<file path="src/inc/exu_consts.svh">
// constants of the exception entry/exit unit
`ifndef EXU_CONSTS_SVH
`define EXU_CONSTS_SVH
// ----------------------------------------
// mode encodings of status bits [4:0]
// ----------------------------------------
`define EXU_MODE_USR 5'h10
`define EXU_MODE_FIQ 5'h11
`define EXU_MODE_IRQ 5'h12
`define EXU_MODE_SVC 5'h13
`define EXU_MODE_ABT 5'h17
`define EXU_MODE_UND 5'h1B
`define EXU_MODE_SYS 5'h1F
// ----------------------------------------
// status word field positions
// ----------------------------------------
`define EXU_PSR_T 5
`define EXU_PSR_F 6
`define EXU_PSR_I 7
// undefined bits come up as zero
`define EXU_PSR_RST 32'h000000D3
// ----------------------------------------
// vector bases and offsets
// ----------------------------------------
`define EXU_VEC_LO 32'h00000000
`define EXU_VEC_HI 32'hFFFF0000
`define EXU_OFS_RST 32'h00000000
`define EXU_OFS_UND 32'h00000004
`define EXU_OFS_TRAP 32'h00000008
`define EXU_OFS_PFA 32'h0000000C
`define EXU_OFS_DFA 32'h00000010
`define EXU_OFS_IRQ 32'h00000018
`define EXU_OFS_FIQ 32'h0000001C
// ----------------------------------------
// link offsets
// ----------------------------------------
`define EXU_LINK_2 32'h00000002
`define EXU_LINK_4 32'h00000004
`define EXU_LINK_8 32'h00000008
// bank index meaning "no saved status word"
`define EXU_BANK_NONE 3'h5
`endif

</file>
<file path="src/inc/exu_pkg.sv">
// types and helpers of the exception entry/exit unit
package exu_pkg;
`include "exu_consts.svh"

  typedef enum logic [1:0] {
    EXU_ST_RST = 2'h0,
    EXU_ST_RUN = 2'h3,
    EXU_ST_ENT = 2'h1
  } exu_state_t;

  typedef enum logic [2:0] {
    EXU_K_NONE = 3'h0,
    EXU_K_RST  = 3'h1,
    EXU_K_UND  = 3'h2,
    EXU_K_TRAP = 3'h3,
    EXU_K_PFA  = 3'h4,
    EXU_K_DFA  = 3'h5,
    EXU_K_IRQ  = 3'h6,
    EXU_K_FIQ  = 3'h7
  } exu_kind_t;

  typedef struct packed {
    exu_state_t        st;
    logic [31:0]       stat;
    logic [4:0][31:0]  saved;
    logic              fabt;
    logic              eabt;
    logic              dfa_pend;
    logic              ent;
    logic              lwr;
    logic [31:0]       link;
    logic [2:0]        lbank;
    logic [31:0]       vec;
    exu_kind_t         kind;
    logic              brst;
    logic [3:0]        breg;
    logic [31:0]       bval;
    logic              abandon;
  } exu_regs_t;

  // banked saved status word per mode
  function automatic logic [2:0] exu_bank(input logic [4:0] mode);
    case (mode)
      `EXU_MODE_FIQ: exu_bank = 3'h0;
      `EXU_MODE_IRQ: exu_bank = 3'h1;
      `EXU_MODE_SVC: exu_bank = 3'h2;
      `EXU_MODE_ABT: exu_bank = 3'h3;
      `EXU_MODE_UND: exu_bank = 3'h4;
      default:       exu_bank = `EXU_BANK_NONE;
    endcase
  endfunction

  function automatic logic [4:0] exu_kind_mode(input exu_kind_t k);
    case (k)
      EXU_K_FIQ:  exu_kind_mode = `EXU_MODE_FIQ;
      EXU_K_IRQ:  exu_kind_mode = `EXU_MODE_IRQ;
      EXU_K_PFA:  exu_kind_mode = `EXU_MODE_ABT;
      EXU_K_DFA:  exu_kind_mode = `EXU_MODE_ABT;
      EXU_K_UND:  exu_kind_mode = `EXU_MODE_UND;
      default:    exu_kind_mode = `EXU_MODE_SVC;
    endcase
  endfunction
endpackage

</file>
<file path="src/rtl/exu_core.sv">
// exception entry and exit sequencing of the core
//
// Function
// - full-width entry links next instruction: address plus 4 or 8
// - compact entry links address plus per-exception offset
// - trap and undefined: link plus 4 full-width, plus 2 compact
// - data abort: link is aborting instruction address plus 8
// - interrupts, prefetch abort, breakpoint: link is address plus 4
// - entry copies status word into the target mode's saved copy
// - entry forces mode field and redirects fetch to the vector
// - handlers always run in full-width state
// - status-update write to r15 restores saved status word
// - while reset is low the executing instruction is abandoned
// - reset release: supervisor mode, masks set, full-width, reset vector
// - fast request pin is registered and only the copy is used
// - fast request tested at each instruction end when unmasked
// - fast interrupt entry sets both masks
// - normal request ranks below fast and is masked by it
// - normal request tested at each instruction end when unmasked
// - normal interrupt entry sets the normal mask
// - abort entries set the normal mask
// - fetch abort marks instruction; taken only at execute, dropped on flush
// - data abort sampled at the end of every data access
// - data abort restores the base register value
// - software trap enters supervisor mode with normal mask set
// - vector base from high-vector select except reset entry (always low base), offsets 0x00 to 0x1C
// - mode encodings for fast, normal, abort, undefined
// - fixed priority among simultaneous exceptions
`timescale 1ns/1ps
`include "exu_consts.svh"
module exu_core
  import exu_pkg::*;
(
  // clock, reset, enable
  input  wire logic        clk_sys,
  input  wire logic        resetn,
  input  wire logic        clk_en,
  // pins from the outside party
  input  wire logic        fast_request_low,
  input  wire logic        normal_request_low,
  input  wire logic        instruction_abort_input,
  input  wire logic        data_abort_input,
  input  wire logic        high_vector_select,
  // pipeline events
  input  wire logic        fetch_done,
  input  wire logic        issue,
  input  wire logic        flush,
  input  wire logic        data_done,
  input  wire logic        instr_end,
  input  wire logic [31:0] exec_pc,
  input  wire logic [31:0] next_pc,
  // decoded execute instruction
  input  wire logic        exec_is_trap,
  input  wire logic        exec_is_illegal,
  input  wire logic        exec_is_brk,
  input  wire logic        exec_is_mem,
  input  wire logic [3:0]  exec_base_idx,
  input  wire logic [31:0] exec_base_pre,
  // status writes
  input  wire logic        restore_req,
  input  wire logic        status_wr_en,
  input  wire logic [31:0] status_wr_data,
  // status outputs
  output logic [31:0]      current_status_word,
  output logic [31:0]      saved_status_word,
  output logic             core_abandon,
  // entry outputs
  output logic             fetch_redirect,
  output logic [31:0]      redirect_addr,
  output exu_kind_t        exc_kind,
  output logic             link_wr,
  output logic [31:0]      link_value,
  output logic [2:0]       link_bank,
  // base restore
  output logic             base_restore,
  output logic [3:0]       base_reg,
  output logic [31:0]      base_value
);
  exu_regs_t   q;
  exu_regs_t   d;
  logic [4:0]  pins_s;
  logic        fiq_low_s;
  logic        irq_low_s;
  logic        iabt_s;
  logic        dfa_s;
  logic        hv_s;
  logic        fiq_ok;
  logic        irq_ok;
  logic        take_now;
  exu_kind_t   kind_w;
  logic [31:0] link_w;
  logic [31:0] vec_w;
  logic [4:0]  mode_w;
  logic [2:0]  cur_bank;
  logic [2:0]  new_bank;

  // ----------------------------------------
  // pin synchronisers
  // ----------------------------------------
  // request pins idle high so a reset never looks like a request
  exu_sync #(
    .W    (5),
    .RSTV (5'h03)
  ) u_sync (
    .clk_sys (clk_sys),
    .resetn  (resetn),
    .clk_en  (clk_en),
    .din     ({high_vector_select, data_abort_input,
                instruction_abort_input, normal_request_low,
                fast_request_low}),
    .dout    (pins_s)
  );

  assign fiq_low_s = pins_s[0];
  assign irq_low_s = pins_s[1];
  assign iabt_s    = pins_s[2];
  assign dfa_s     = pins_s[3];
  assign hv_s      = pins_s[4];

  // ----------------------------------------
  // interrupt tests and priority
  // ----------------------------------------
  assign fiq_ok = !q.stat[`EXU_PSR_F] && !fiq_low_s;
  assign irq_ok = !q.stat[`EXU_PSR_I] && !irq_low_s;

  exu_entry_sel u_sel (
    .dfa     (q.dfa_pend),
    .fiq_ok  (fiq_ok),
    .irq_ok  (irq_ok),
    .pfa     (q.eabt),
    .brk     (exec_is_brk),
    .und     (exec_is_illegal),
    .trap    (exec_is_trap),
    .tbit    (q.stat[`EXU_PSR_T]),
    .hv      (hv_s),
    .exec_pc (exec_pc),
    .next_pc (next_pc),
    .kind    (kind_w),
    .link    (link_w),
    .vec     (vec_w)
  );

  assign mode_w   = exu_kind_mode(kind_w);
  assign cur_bank = exu_bank(q.stat[4:0]);
  assign new_bank = exu_bank(mode_w);
  // exceptions are only taken between instructions
  assign take_now = clk_en && q.st == EXU_ST_RUN && instr_end
                    && kind_w != EXU_K_NONE;

  // ----------------------------------------
  // next state
  // ----------------------------------------
  always_comb begin
    d      = q;
    d.ent  = 1'b0;
    d.lwr  = 1'b0;
    d.brst = 1'b0;
    case (q.st)
      EXU_ST_RST: begin
        d.abandon = 1'b0;
        d.stat     = `EXU_PSR_RST;
        d.fabt     = 1'b0;
        d.eabt     = 1'b0;
        d.dfa_pend = 1'b0;
        d.kind    = EXU_K_RST;
        d.vec     = vec_w;
        d.ent     = 1'b1;
        d.st      = EXU_ST_ENT;
      end
      EXU_ST_RUN, EXU_ST_ENT: begin
        if (q.st == EXU_ST_ENT) begin
          d.st = EXU_ST_RUN;
        end
        // abort flag travels with the fetched instruction
        if (issue) begin
          d.eabt = q.fabt;
        end
        if (flush) begin
          d.fabt = 1'b0;
        end
        if (fetch_done) begin
          d.fabt = iabt_s;
        end
        if (status_wr_en) begin
          d.stat = status_wr_data;
        end
        if (restore_req && cur_bank != `EXU_BANK_NONE) begin
          d.stat = q.saved[cur_bank];
        end
        if (take_now) begin
          d.saved[new_bank]       = q.stat;
          d.stat[4:0]             = mode_w;
          d.stat[`EXU_PSR_T]      = 1'b0;
          d.stat[`EXU_PSR_I]      = 1'b1;
          if (kind_w == EXU_K_FIQ) begin
            d.stat[`EXU_PSR_F] = 1'b1;
          end
          d.link  = link_w;
          d.lbank = new_bank;
          d.lwr   = 1'b1;
          d.vec   = vec_w;
          d.kind  = kind_w;
          d.ent   = 1'b1;
          d.st    = EXU_ST_ENT;
          d.fabt  = 1'b0;
          d.eabt  = 1'b0;
          if (kind_w == EXU_K_DFA) begin
            d.dfa_pend = 1'b0;
            d.brst = exec_is_mem;
            d.breg = exec_base_idx;
            d.bval = exec_base_pre;
          end
        end else if (instr_end && q.st == EXU_ST_RUN) begin
          // an instruction issued as the old one ends keeps its flag
          d.eabt = issue && q.fabt;
        end
        // a new abort in the clearing cycle survives
        if (data_done && dfa_s) begin
          d.dfa_pend = 1'b1;
        end
      end
      default: begin
        d.st = EXU_ST_RST;
      end
    endcase
  end

  // ----------------------------------------
  // state register
  // ----------------------------------------
  always_ff @(posedge clk_sys or negedge resetn) begin
    if (!resetn) begin
      q         <= '0;
      q.st      <= EXU_ST_RST;
      q.stat    <= `EXU_PSR_RST;
      q.abandon <= 1'b1;
    end else if (clk_en) begin
      q <= d;
    end
  end

  // ----------------------------------------
  // outputs
  // ----------------------------------------
  assign current_status_word = q.stat;
  assign saved_status_word   = (cur_bank == `EXU_BANK_NONE) ? 32'h00000000 : q.saved[cur_bank];
  assign core_abandon        = q.abandon;
  assign fetch_redirect      = q.ent;
  assign redirect_addr       = q.vec;
  assign exc_kind            = q.kind;
  assign link_wr             = q.lwr;
  assign link_value          = q.link;
  assign link_bank           = q.lbank;
  assign base_restore        = q.brst;
  assign base_reg            = q.breg;
  assign base_value          = q.bval;

  // ----------------------------------------
  // assertions
  // ----------------------------------------
  AST_LINK_COMPACT: assert property (@(posedge clk_sys) disable iff (!resetn)
    take_now && kind_w == EXU_K_TRAP && q.stat[`EXU_PSR_T]
    |=> link_value == $past(exec_pc) + 32'h00000002)
    else $error("compact trap link wrong");

  AST_LINK_FULL: assert property (@(posedge clk_sys) disable iff (!resetn)
    take_now && kind_w == EXU_K_UND && !q.stat[`EXU_PSR_T]
    |=> link_value == $past(exec_pc) + 32'h00000004)
    else $error("full-width undefined link wrong");

  AST_LINK_DFA: assert property (@(posedge clk_sys) disable iff (!resetn)
    take_now && kind_w == EXU_K_DFA
    |=> link_wr && link_value == $past(exec_pc) + 32'h00000008)
    else $error("data abort link wrong");

  AST_LINK_INT: assert property (@(posedge clk_sys) disable iff (!resetn)
    take_now && (kind_w == EXU_K_IRQ || kind_w == EXU_K_FIQ)
    |=> link_value == $past(next_pc) + 32'h00000004)
    else $error("interrupt link wrong");

  AST_SAVE_PSR: assert property (@(posedge clk_sys) disable iff (!resetn)
    take_now |=> saved_status_word == $past(q.stat))
    else $error("status word not saved");

  AST_ENTRY_MODE: assert property (@(posedge clk_sys) disable iff (!resetn)
    take_now |=> fetch_redirect && !current_status_word[`EXU_PSR_T]
    && current_status_word[`EXU_PSR_I] && current_status_word[4:0] == $past(mode_w)
    && redirect_addr == $past(vec_w))
    else $error("entry mode or vector wrong");

  AST_FIQ_MASKS: assert property (@(posedge clk_sys) disable iff (!resetn)
    take_now && kind_w == EXU_K_FIQ
    |=> current_status_word[`EXU_PSR_F] && current_status_word[`EXU_PSR_I])
    else $error("fast entry masks not set");

  AST_PRIORITY: assert property (@(posedge clk_sys) disable iff (!resetn)
    take_now && fiq_ok |-> kind_w == EXU_K_DFA || kind_w == EXU_K_FIQ)
    else $error("fast interrupt lost priority");

  AST_RESET_EXIT: assert property (@(posedge clk_sys) disable iff (!resetn)
    clk_en && q.st == EXU_ST_RST |=> current_status_word[7:0] == 8'hD3
    && fetch_redirect && redirect_addr[15:0] == 16'h0000 && !core_abandon)
    else $error("reset release wrong");

  AST_RESTORE: assert property (@(posedge clk_sys) disable iff (!resetn)
    clk_en && q.st == EXU_ST_RUN && restore_req && !take_now && cur_bank != `EXU_BANK_NONE
    |=> current_status_word == $past(saved_status_word))
    else $error("status not restored");

  AST_BASE_BACK: assert property (@(posedge clk_sys) disable iff (!resetn)
    take_now && kind_w == EXU_K_DFA && exec_is_mem
    |=> base_restore && base_value == $past(exec_base_pre) ##1 !base_restore)
    else $error("base not restored");

  AST_FLUSH_DROP: assert property (@(posedge clk_sys) disable iff (!resetn)
    clk_en && flush && !fetch_done |=> !q.fabt)
    else $error("flushed abort kept");

  COV_FIQ: cover property (@(posedge clk_sys) disable iff (!resetn)
    take_now && kind_w == EXU_K_FIQ);
  COV_DFA_MEM: cover property (@(posedge clk_sys) disable iff (!resetn)
    take_now && kind_w == EXU_K_DFA && exec_is_mem);
  COV_TRAP_COMPACT: cover property (@(posedge clk_sys) disable iff (!resetn)
    take_now && kind_w == EXU_K_TRAP && q.stat[`EXU_PSR_T]);
  COV_RESTORE: cover property (@(posedge clk_sys) disable iff (!resetn)
    clk_en && restore_req && q.st == EXU_ST_RUN);
endmodule

</file>
<file path="src/rtl/exu_entry_sel.sv">
// exception priority, link value and vector address
`timescale 1ns/1ps
`include "exu_consts.svh"
module exu_entry_sel
  import exu_pkg::*;
(
  // pending causes
  input  wire logic        dfa,
  input  wire logic        fiq_ok,
  input  wire logic        irq_ok,
  input  wire logic        pfa,
  input  wire logic        brk,
  input  wire logic        und,
  input  wire logic        trap,
  // context
  input  wire logic        tbit,
  input  wire logic        hv,
  input  wire logic [31:0] exec_pc,
  input  wire logic [31:0] next_pc,
  // result
  output exu_kind_t        kind,
  output logic      [31:0] link,
  output logic      [31:0] vec
);
  logic [31:0] base;

  always_comb begin
    // fixed order: data abort first, traps last
    if (dfa)               kind = EXU_K_DFA;
    else if (fiq_ok)       kind = EXU_K_FIQ;
    else if (irq_ok)       kind = EXU_K_IRQ;
    else if (pfa || brk)   kind = EXU_K_PFA;
    else if (und)          kind = EXU_K_UND;
    else if (trap)         kind = EXU_K_TRAP;
    else                   kind = EXU_K_NONE;
  end

  always_comb begin
    case (kind)
      EXU_K_UND, EXU_K_TRAP: link = exec_pc + (tbit ? `EXU_LINK_2 : `EXU_LINK_4);
      EXU_K_DFA:             link = exec_pc + `EXU_LINK_8;
      EXU_K_PFA:             link = exec_pc + `EXU_LINK_4;
      EXU_K_IRQ, EXU_K_FIQ: link = next_pc + `EXU_LINK_4;
      default:              link = exec_pc;
    endcase
  end

  assign base = hv ? `EXU_VEC_HI : `EXU_VEC_LO;

  always_comb begin
    case (kind)
      EXU_K_UND:  vec = base + `EXU_OFS_UND;
      EXU_K_TRAP: vec = base + `EXU_OFS_TRAP;
      EXU_K_PFA:  vec = base + `EXU_OFS_PFA;
      EXU_K_DFA:  vec = base + `EXU_OFS_DFA;
      EXU_K_IRQ:  vec = base + `EXU_OFS_IRQ;
      EXU_K_FIQ:  vec = base + `EXU_OFS_FIQ;
      default:    vec = base + `EXU_OFS_RST;
    endcase
  end
endmodule

</file>
<file path="src/rtl/exu_sync.sv">
// two-flop synchroniser for pin inputs
`timescale 1ns/1ps
module exu_sync #(
  parameter int           W    = 1,
  parameter logic [W-1:0] RSTV = '0
) (
  // clock and reset
  input  wire logic         clk_sys,
  input  wire logic         resetn,
  input  wire logic         clk_en,
  // data
  input  wire logic [W-1:0] din,
  output logic      [W-1:0] dout
);
  logic [W-1:0] meta_q;
  logic [W-1:0] sync_q;

  // first stage feeds only the second stage
  always_ff @(posedge clk_sys or negedge resetn) begin
    if (!resetn) begin
      meta_q <= RSTV;
      sync_q <= RSTV;
    end else if (clk_en) begin
      meta_q <= din;
      sync_q <= meta_q;
    end
  end

  assign dout = sync_q;
endmodule

</file>
<file path="config.mk">
export PLATFORM = sky130hd
export DESIGN_NAME = exu_core
export DESIGN_NICKNAME = d
export VERILOG_FILES = /design/src/inc/exu_pkg.sv /design/src/rtl/exu_core.sv /design/src/rtl/exu_entry_sel.sv /design/src/rtl/exu_sync.sv
export VERILOG_INCLUDE_DIRS = /design/src /design/src/inc
export SDC_FILE = /design/constraint.sdc
export NUM_CORES = 1
export LEC_CHECK = 0
export ABC_AREA = 0
export BUFFER_PORTS_ARGS = -buffer_cell sky130_fd_sc_hd__buf_2
export CORE_ASPECT_RATIO = 2
export CORE_MARGIN = 1
export CORE_UTILIZATION = 61
export CTS_CLUSTER_DIAMETER = 200
export CTS_CLUSTER_SIZE = 24
export DETAILED_ROUTE_END_ITERATION = 8
export GPL_TIMING_DRIVEN = 0
export MAX_ROUTING_LAYER = met4
export PLACE_DENSITY_LB_ADDON = 0.05
export SLEW_MARGIN = 10
export SYNTH_ARGS = -nofsm -noshare
export SYNTH_HDL_FRONTEND = slang
export SYNTH_HIERARCHICAL = 1
export SYNTH_SLANG_ARGS = --single-unit
</file>
<file path="constraint.sdc">
create_clock -name clk_sys -period 7.25 [get_ports clk_sys]
set_input_delay 1.45 -clock clk_sys [delete_from_list [all_inputs] [get_ports clk_sys]]
set_output_delay 1.45 -clock clk_sys [all_outputs]
set_load 0.1 [all_outputs]
</file>
==> qor.yml, run 1 <==
grt_max_degree: 116
pwr-share-seq: 0.323
synth_enable_flop_cells: 0
clock_skew_ns: 0.03245
hold_path_class: "flop to flop"
synth_warnings: 6
portBuffers: 314
ys_ff_latch: 317
cts.reportedPaths.clkPinSlew_ns: 0.12
cp_top_family: "compound AO/OA/AOI/OAI gates"
final_cell_mix: "359 x buf_2, 307 x dfrtp_1, 235 x nand2_1, 210 x mux2_2, 178 x buf_4"
cts_tree: "built"
crit_type: "flop to flop"
final_hold_viol_count: 0
startpoint: "current_status_word[6]$_DFFE_PN1P_"
p_comb_frac: 0.540
hold_ws_ns: 0.4861
place_congestion: 1.055
max-clock-path-buffers: 3
drv_slew: 0
stdcell_area_um2: 20520
critPathRequiredTime_ns: 7.68
crit_chain: "nor2_1, buf_2, o21bai_1, clkbuf_1, clkbuf_1, nand2_1, nand2_1, ha_1, nand3_1, or4b_1, a22o_1, a211oi_2, xor2_1, o22ai_1, nand2_1, nand2_1"
synth_top_cell_by_area: "dfrtp_1"
min-delay-start: "link_value[15]$_DFFE_PN0P_"
cp_common_cell: "nand2_1"
setup_viol: 0
route.met2.wl_um: 29500
status: "completed"
slowest_stage: "o21bai_1"
cp.arrival_ns: 5.60
top_layer_used: "met4"
crit_buf_inv: 3
max_slew.worst_pin.slew_ns: 1.153
intPower_w: 0.003767
wl_per_cell_um: 22.31
met1_length_um: 18470
drive_gt1_frac: 0.4067
grt_pass1_wl_um: 82250
cts.sinks: 317
core_um2: 28850
netlist.area_leader.share: 0.4299
clk_latency_ns: 0.54
hold_buffers: 0
synth.avg_cell_area_um2: 10.42
syn-instance-count: 1715
fin_tns_setup_ns: 0
grt_pass1_vias: 15010
worstSetupStartpointType: "flop"
grt-ovfl-total: 0
drt_wl_total_um: 54440
start_util: 0.6195
maxCapViolations: 0
finalCritPeriodShare: 0.7126
dp_hpwl_um: 40910
row_count: 88
slowest_delay_ns: 0.73
wl_met3_um: 2832
async_flop_share: 1.000
ir_drop_uv: 421.6
post_cts.repair.setup_buffers: 0
p_leak_nw: 10.38
dp_cells: 2403
num_vias: 14750
ant_nets: 0
yosysSeqAreaShare: 0.4446
clock.fmax_mhz: 193.6
r2r-start: "current_status_word[6]$_DFFE_PN1P_"
netlist_area_um2: 17870
die_height_um: 244.1
grt_usage: 0.3753
p_switching_w: 0.004028
rsz0062_at_grt: "false"
drtIter0Drc: 936
cts_repair_resize_count: 0
num_io_pins: 325
power_w: 0.007795
crit_path_end_kind: "flop"
place_area_um2: 20000
final_cells: 2440
layout_commonest_cell: "buf_2"
crit_path_max_fanout: 10
fill_cells: 2253
die_x_um: 123.0
die_area_um2: 30030
cts_made_buffers: 17
htree_num_levels: 1
antenna_found_initial: 7
clock_power_share: 0.137
slew_headroom: 0.2288
drc: 0
synthFlopType: "dfrtp_1"
synth_area_leaders: "dfrtp_1 43%, mux2_2 13%, buf_4 7.5%"
area_delta_synth_final_pct: 14.80
vias_per_cell: 6.046
ys_types: 103
p_sw_frac: 0.5167
period_needed_ns: 5.167
finalNetCount: 2218
firstDrtPassIters: 8
p_per_area_nw_per_um2: 379.9
cts-root-buf: "clkbuf_16"
## cells in the mapped netlist (30+ instances only)
| library cell | count |
|---|---|
| dfrtp_1 | 307 |
| nand2_1 | 235 |
| mux2_2 | 210 |
| buf_4 | 178 |
| nor2_1 | 70 |
| a21oi_1 | 60 |
| mux2i_1 | 53 |
| nand3_1 | 48 |
| buf_2 | 46 |
| o21ai_0 | 40 |
| clkbuf_1 | 39 |
| nor3_1 | 37 |
| a22o_1 | 30 |
## cell families after synthesis
kind of cell    share of synthesized area
compound gates                     0.1208
xor+xnor                          0.01372
fa+ha+maj                        0.003921
buf+inv                            0.1032
flops                              0.4446
mux                                0.1799
other cells                     0.0002098
simple gates                       0.1337
## layout make-up
| type | count | area [µm²] | share of cell area |
|---|---|---|---|
| tap | 360 | 450.4 | 0.02195 |
| sequential | 317 | 7945 | 0.3872 |
| clock inverter | 2 | 28.78 | 0.001403 |
| clock buffer | 28 | 466.7 | 0.02275 |
| antenna | 7 | 17.52 | 0.0008538 |
| multi-input combinational | 1122 | 8128 | 0.3961 |
| timing repair buffer | 316 | 1637 | 0.07977 |
| buffer | 271 | 1780 | 0.08678 |
| inverter | 17 | 63.81 | 0.003110 |
## stage by stage
stage	setup slack [ns]	utilization
after floorplan	2.864	-
after global placement	-1.062	0.6912
after detailed placement	1.941	0.6934
after CTS	2.142	0.7106
after global routing	1.889	0.7112
final	2.083	0.7112
## power groups by stage
stage | combinational, W | sequential, W | clock [W]
final | 0.00421 | 0.00252 | 0.00107
after global routing | 0.00437 | 0.00257 | 0.00113
after CTS | 0.00420 | 0.00251 | 0.00107
after detailed placement | 0.00419 | 0.00255 | 0
after global placement | 0.00414 | 0.00251 | 0
after floorplan | 0.00348 | 0.00244 | 0
## per-layer routing
layer,vias to the layer above,track usage
met5,-,-
li1,6608,-
met3,232,0.04688
met2,607,0.6702
met4,0,0.2406
met1,7306,0.3759
## worst min-delay path, cell delays in order, from the launching register on
cell and delay [ns]:
dfrtp_1 0.36, nand2_1 0.05, nand2_1 0.05
## final timing paths
check / endpoint / slack, ns / cells past startpoint
worst max register to register: link_value[26]$_DFFE_PN0P_ / 2.08 / 16
min in group asynchronous: redirect_addr[8]$_DFFE_PN0P_ / 0.98 / 1
worst max-delay path: link_value[26]$_DFFE_PN0P_ / 2.08 / 16
worst min register to register: link_value[15]$_DFFE_PN0P_ / 0.49 / 2
worst min-delay path: link_value[15]$_DFFE_PN0P_ / 0.49 / 2
max in group asynchronous: async pin / 4.75 / 3
No activity file was read; power rests on OpenSTA's default activity.
==> run 2: changes to the inputs <==
--- a/config.mk
+++ b/config.mk
@@ -6,11 +6,11 @@
 export SDC_FILE = /design/constraint.sdc
 export NUM_CORES = 1
 export LEC_CHECK = 0
-export ABC_AREA = 0
+export ABC_AREA = 1
 export BUFFER_PORTS_ARGS = -buffer_cell sky130_fd_sc_hd__buf_2
 export CORE_ASPECT_RATIO = 2
 export CORE_MARGIN = 1
-export CORE_UTILIZATION = 61
+export CORE_UTILIZATION = 52
 export CTS_CLUSTER_DIAMETER = 200
 export CTS_CLUSTER_SIZE = 24
 export DETAILED_ROUTE_END_ITERATION = 8
==> constraint.sdc (replaced) <==
create_clock -name clk_sys -period 4.6 [get_ports clk_sys]
set_input_delay 0.92 -clock clk_sys [delete_from_list [all_inputs] [get_ports clk_sys]]
set_output_delay 0.92 -clock clk_sys [all_outputs]
set_load 0.1 [all_outputs]
==> qor.yml, run 2 <==
period_needed_ns: 4.105  # -1.061 ns
synth_top_cell_by_area: "dfrtp_1"
p_leak_nw: 11.43  # +10%
synth_top_cells_by_count: "980 x nand2_1, 307 x dfrtp_1, 210 x nand3_1"
cp.arrival_ns: 4.55  # -1.05 ns
slew_headroom: 0.2219  # -0.006975
cts-root-buf: "clkbuf_16"
wl_per_cell_um: 19.88  # -11%
crit_type: "flop to flop"
drt_wl_total_um: 68340  # +26%
antenna_found_initial: 14  # +7
r2r-start: "current_status_word[6]$_DFFE_PN1P_"
final_util: 0.6065  # -0.1047
ys_types: 52  # -50%
grt_max_degree: 113  # -2.6%
final_cell_mix: "980 x nand2_1, 355 x buf_2, 307 x dfrtp_1, 210 x nand3_1, 201 x o21ai_0"
crit_path_end_kind: "flop"
die_x_um: 136.6  # +11%
async_flop_share: 1.000  # unchanged
grt_pass1_vias: 18690  # +25%
hold_buffers: 0  # unchanged
netlist.area_leader.share: 0.4075  # -0.02234
yosysSeqAreaShare: 0.4215  # -0.02310
place_congestion: 0.9847  # -6.7%
num_vias: 18720  # +27%
grt-ovfl-total: 0  # unchanged
syn-instance-count: 2612  # +52%
synth_warnings: 6  # unchanged
seq_area_um2: 7945  # unchanged
status: "completed"
layout_commonest_cell: "nand2_1"
hold_ws_ns: 0.4339  # -0.05223 ns
portBuffers: 317  # +0.96%
synthFlopType: "dfrtp_1"
grt_pass1_wl_um: 103400  # +26%
ir_drop_uv: 787.7  # +87%
final_hold_viol_count: 0  # unchanged
cts.sinks: 317  # unchanged
drive_gt1_frac: 0.2301  # -0.1766
clock.fmax_mhz: 243.6  # +26%
reg2regPathDepth: 10  # -6
clk_latency_ns: 0.53  # about the same
core_um2: 35680  # +24%
p_per_area_nw_per_um2: 654.3  # +72%
setup_viol: 0  # unchanged
yosysMostFrequentCell: "nand2_1"
vias_per_cell: 5.446  # -9.9%
drtIter0Drc: 1252  # +34%
rsz0062_at_grt: "false"
finalCritPeriodShare: 0.8925  # +0.1798
critPathRequiredTime_ns: 5.05  # -2.63 ns
hold_path_class: "input port to async pin"
die_height_um: 271.3  # +11%
max_slew.worst_pin.slew_ns: 1.158  # +0.005809 ns
synth_enable_flop_cells: 0  # unchanged
worstSetupStartpointType: "flop"
drv_slew: 0  # unchanged
ant_nets: 0  # unchanged
htree_num_levels: 1  # unchanged
num_io_pins: 325  # unchanged
start_util: 0.5283  # -0.09120
synth_area_leaders: "dfrtp_1 41%, nand2_1 20%, buf_4 7.2%"
crit_path_max_fanout: 10  # unchanged
drc: 0  # unchanged
finalNetCount: 3118  # +41%
dp_hpwl_um: 53410  # +31%
grt_usage: 0.3846  # +0.009255
cts_tree: "built"
post_cts.repair.setup_buffers: 0  # unchanged
multi_input_area_um2: 8213  # +1.0%
ys_ff_latch: 317  # unchanged
max-clock-path-buffers: 3  # unchanged
firstDrtPassIters: 6  # -2
netlist_area_um2: 18850  # +5.5%
cts.reportedPaths.clkPinSlew_ns: 0.11  # about the same
area_delta_synth_final_pct: 14.80  # about the same
clock_skew_ns: 0.02091  # -0.01154 ns
maxCapViolations: 0  # unchanged
die_area_um2: 37070  # +23%
r2r_slack_ns: 0.49  # -1.59 ns
fill_cells: 3401  # +51%
cts_repair_resize_count: 0  # unchanged
synth.avg_cell_area_um2: 7.217  # -31%
cts_made_buffers: 17  # unchanged
row_count: 98  # +11%
==> run 2: cell count changes after synthesis, sizes merged, moves of 24 or more <==
cell	delta
mux2i	-53
a22o	-29
o21ai	+188
nand4	+25
mux2	-233
a211o	-24
a21oi	-28
a21o	-28
nor3	-27
nand2	+783
nor2	+78
nand3	+166
o211ai	+27
inv	+184
==> run 2: worst max-delay path by stage <==
stage                                        from                          to  slack, ns  cells past startpoint
2_1_floorplan  current_status_word[4]$_DFFE_PN1P_       saved_status_word[12]       1.62                     10
3_3_place_gp                               resetn  base_value[26]$_DFFE_PN0P_      -3.34                      1
3_5_place_dp                      exec_is_illegal  link_value[20]$_DFFE_PN0P_       0.39                     11
4_1_cts        current_status_word[6]$_DFFE_PN1P_  link_value[20]$_DFFE_PN0P_       0.62                     10
5_1_grt        current_status_word[6]$_DFFE_PN1P_  link_value[21]$_DFFE_PN0P_       0.33                     10
6_report       current_status_word[6]$_DFFE_PN1P_                        flop       0.49                     10
==> run 2: final cells by class <==
| class | count | area share |
|---|---|---|
| Tap cell | 450 | 0.02602 |
| Clock inverter | 2 | 0.001330 |
| Buffer | 291 | 0.09077 |
| Timing Repair Buffer | 319 | 0.07631 |
| Antenna cell | 14 | 0.001619 |
| Inverter | 205 | 0.03579 |
| Sequential cell | 317 | 0.3671 |
| Multi-Input combinational cell | 1811 | 0.3795 |
| Clock buffer | 28 | 0.02156 |
==> run 2: metrics by stage <==
step / worst slack, ns / instances / power, W / TNS, ns / cell area (µm²)
3_3_place_gp: -3.340 / 3391 / 0.01232 / -1024.89 / 21050
5_1_grt: 0.3332 / 3437 / 0.01486 / 0 / 21640
4_1_cts: 0.6231 / 3423 / 0.01415 / 0 / 21610
6_report: 0.4947 / 3437 / 0.01416 / 0 / 21640
3_5_place_dp: 0.3860 / 3393 / 0.01245 / 0 / 21110
2_1_floorplan: 1.624 / 2624 / 0.01084 / 0 / 18900
==> run 2: critical path, cell delays in order, from the launching register on <==
cell and delay [ns]:
dfstp_2 0.71, nor2_1 0.17, nor3_1 0.95, nor2_1 0.36, nand2_1 0.21, nor2_1 0.07
nand2_1 0.09, clkbuf_1 0.51, clkbuf_1 0.72, nand2_1 0.11, o21ai_0 0.11
==> run 2: kinds of logic (layout without fill, tap and decap cells) <==
group | count (synthesis) | after routing | share of synthesized area
other | 1 | 27 | 0.0001989
AO/OA/AOI/OAI | 320 | 320 | 0.09498
XOR/XNOR | 10 | 10 | 0.004646
buffers and inverters | 496 | 845 | 0.1453
AND/OR/NAND/NOR | 1463 | 1463 | 0.3297
flip-flops | 317 | 317 | 0.4215
adder cells (fa/ha/maj) | 5 | 5 | 0.003717
==> run 2: report_power, final <==
part | switching [W] | internal (W) | total [W]
clock | 0.000974 | 0.000721 | 0.00170
combinational | 0.00611 | 0.00195 | 0.00806
sequential | 0.000588 | 0.00382 | 0.00440
total | 0.00767 | 0.00649 | 0.0142
==> run 2: layer usage <==
metal | vias to the layer above | global-route usage | part of all wire
met1 | 8755 | 0.3667 | 0.33
li1 | 8836 | - | -
met3 | 297 | 0.05061 | 0.056
met4 | 0 | 0.3240 | 0.097
met5 | - | - | 0
met2 | 830 | 0.6707 | 0.52
==> run 3: changes to the inputs <==
--- a/config.mk
+++ b/config.mk
@@ -6,7 +6,6 @@
 export SDC_FILE = /design/constraint.sdc
 export NUM_CORES = 1
 export LEC_CHECK = 0
-export ABC_AREA = 1
 export BUFFER_PORTS_ARGS = -buffer_cell sky130_fd_sc_hd__buf_2
 export CORE_ASPECT_RATIO = 2
 export CORE_MARGIN = 1
==> qor.yml, run 3 (synthesis results as in run 1) <==
status: "completed"
grt_pass1_vias: 15110  # -19%
die_height_um: 264.2  # -2.6%
crit_path_max_fanout: 19  # +9
drv_slew: 0  # unchanged
worstSetupStartpointType: "flop"
drtIter0Drc: 975  # -22%
grt_usage: 0.3314  # -0.05315
grt_max_degree: 104  # -8.0%
finalNetCount: 2217  # -29%
setup_viol: 0  # unchanged
firstDrtPassIters: 5  # -1
finalCritPeriodShare: 0.9491  # +0.05665
antenna_found_initial: 5  # -9
final_hold_viol_count: 0  # unchanged
wl_per_cell_um: 22.42  # +13%
drt_wl_total_um: 56350  # -18%
max_slew.worst_pin.slew_ns: 1.119  # -0.03976 ns
p_leak_nw: 10.39  # -9.1%
r2r_slack_ns: 0.23  # -0.26 ns
power_w: 0.01229  # -13%
cts.reportedPaths.clkPinSlew_ns: 0.10  # about the same
crit_path_end_kind: "flop"
fill_cells: 2991  # -12%
num_io_pins: 325  # unchanged
core_um2: 33760  # -5.4%
grt-ovfl-total: 0  # unchanged
clock.fmax_mhz: 229.0  # -6.0%
cts_made_buffers: 17  # unchanged
max-clock-path-buffers: 3  # unchanged
cp.arrival_ns: 4.79  # +0.24 ns
drc: 0  # unchanged
ir_drop_uv: 635.7  # -19%
critPathRequiredTime_ns: 5.02  # -0.03 ns
hold_path_class: "input port to async pin"
grt_pass1_wl_um: 86080  # -17%
slew_headroom: 0.2481  # +0.02624
p_per_area_nw_per_um2: 595.2  # -9.0%
cts.sinks: 317  # unchanged
r2r-start: "current_status_word[6]$_DFFE_PN1P_"
area_delta_synth_final_pct: 15.54
maxCapViolations: 0  # unchanged
dp_hpwl_um: 43000  # -19%
crit_type: "flop to flop"
post-place-ws_ns: -0.6119  # -0.9979 ns
cts_tree: "built"
hold_ws_ns: 0.2737  # -0.1602 ns
ant_nets: 0  # unchanged
clk_latency_ns: 0.55  # +0.02 ns
layout_commonest_cell: "buf_2"
row_count: 95  # -3.1%
place_congestion: 0.9749  # -1.0%
final_cell_mix: "358 x buf_2, 307 x dfrtp_1, 235 x nand2_1, 210 x mux2_2, 179 x buf_4"
die_x_um: 133.1  # -2.6%
clock_skew_ns: 0.03920  # +0.01830 ns
setup_ws_ns: 0.2341  # -0.2606 ns
rsz0062_at_grt: "false"
start_util: 0.5294  # +0.001096
multi_input_area_um2: 8144  # -0.84%
seq_area_um2: 7945  # unchanged
worstReg2RegEnd: "link_value[22]$_DFFE_PN0P_"
htree_num_levels: 1  # unchanged
period_needed_ns: 4.366  # +0.2606 ns
drive_gt1_frac: 0.4088  # +0.1787
vias_per_cell: 5.802  # +6.5%
portBuffers: 314  # -0.95%
die_area_um2: 35160  # -5.1%
num_vias: 14590  # -22%
place_area_um2: 20130  # -4.7%
reg2regPathDepth: 16  # +6
cts-root-buf: "clkbuf_16"
stdcell_area_um2: 20650  # -4.6%
-- run 3: worst max-delay path, cell delays in order, from the launching register on --
cell      delay, ns
dfstp_2        0.43
nor2_1         0.14
buf_2          0.26
o21ba_1        0.32
buf_2          0.37
buf_4          0.35
nand2_1        0.09
nand2_1        0.09
ha_1           0.30
nand3_1        0.19
or4b_1         0.62
a22oi_4        0.39
a21oi_1        0.11
nor2_1         0.26
o211ai_1       0.15
nand2_1        0.10
nand2_1        0.06
-- run 3: repair_timing --
action | CTS | global route
buffers inserted | 0 | 0
pin swaps | 0 | 0
gates resized for setup | 3 | 3
gates cloned | 0 | 0
hold buffers | 0 | 0
setup endpoints to repair | 11 | 14
-- run 3: worst max path at each step --
stage                                        from                                   to  cells after the start
2_1_floorplan  current_status_word[1]$_DFFE_PN1P_                saved_status_word[30]                      5
3_3_place_gp                               resetn  current_status_word[12]$_DFFE_PN0P_                      1
3_5_place_dp   current_status_word[7]$_DFFE_PN1P_           link_value[20]$_DFFE_PN0P_                     16
4_1_cts        current_status_word[7]$_DFFE_PN1P_           link_value[30]$_DFFE_PN0P_                     16
5_1_grt        current_status_word[6]$_DFFE_PN1P_           link_value[30]$_DFFE_PN0P_                     16
6_report       current_status_word[6]$_DFFE_PN1P_           link_value[22]$_DFFE_PN0P_                     16
-- run 3: metal layers --
metal | global-route usage | vias up | share of wire
met3 | 0.03301 | 199 | 0.043
met5 | - | - | 0
met4 | 0.1916 | 0 | 0.063
met2 | 0.6097 | 544 | 0.55
li1 | - | 6610 | -
met1 | 0.3369 | 7233 | 0.35
-- run 3: power breakdown --
part	switching [W]	leakage [nW]	internal (W)
combinational	0.00490	6.09	0.00175
sequential	0.000494	4.07	0.00346
clock	0.000958	0.237	0.000721
total	0.00635	10.4	0.00594
-- run 3: final cells by class --
cell class,instances,share of cell area
Multi-Input combinational cell,1122,0.3944
Sequential cell,317,0.3848
Buffer,269,0.08604
Timing Repair Buffer,317,0.08059
Tap cell,436,0.02642
Clock buffer,28,0.02260
Inverter,17,0.003090
Clock inverter,2,0.001394
Antenna cell,6,0.0007271
-- run 3: per-stage QoR --
stage	cells	utilization	setup TNS, ns
floorplan	1727	-	0
global placement	2477	0.5935	-1016.55
detailed placement	2480	0.5962	-5.755
CTS	2509	0.6112	0
global route	2513	0.6116	0
finish	2514	0.6117	0
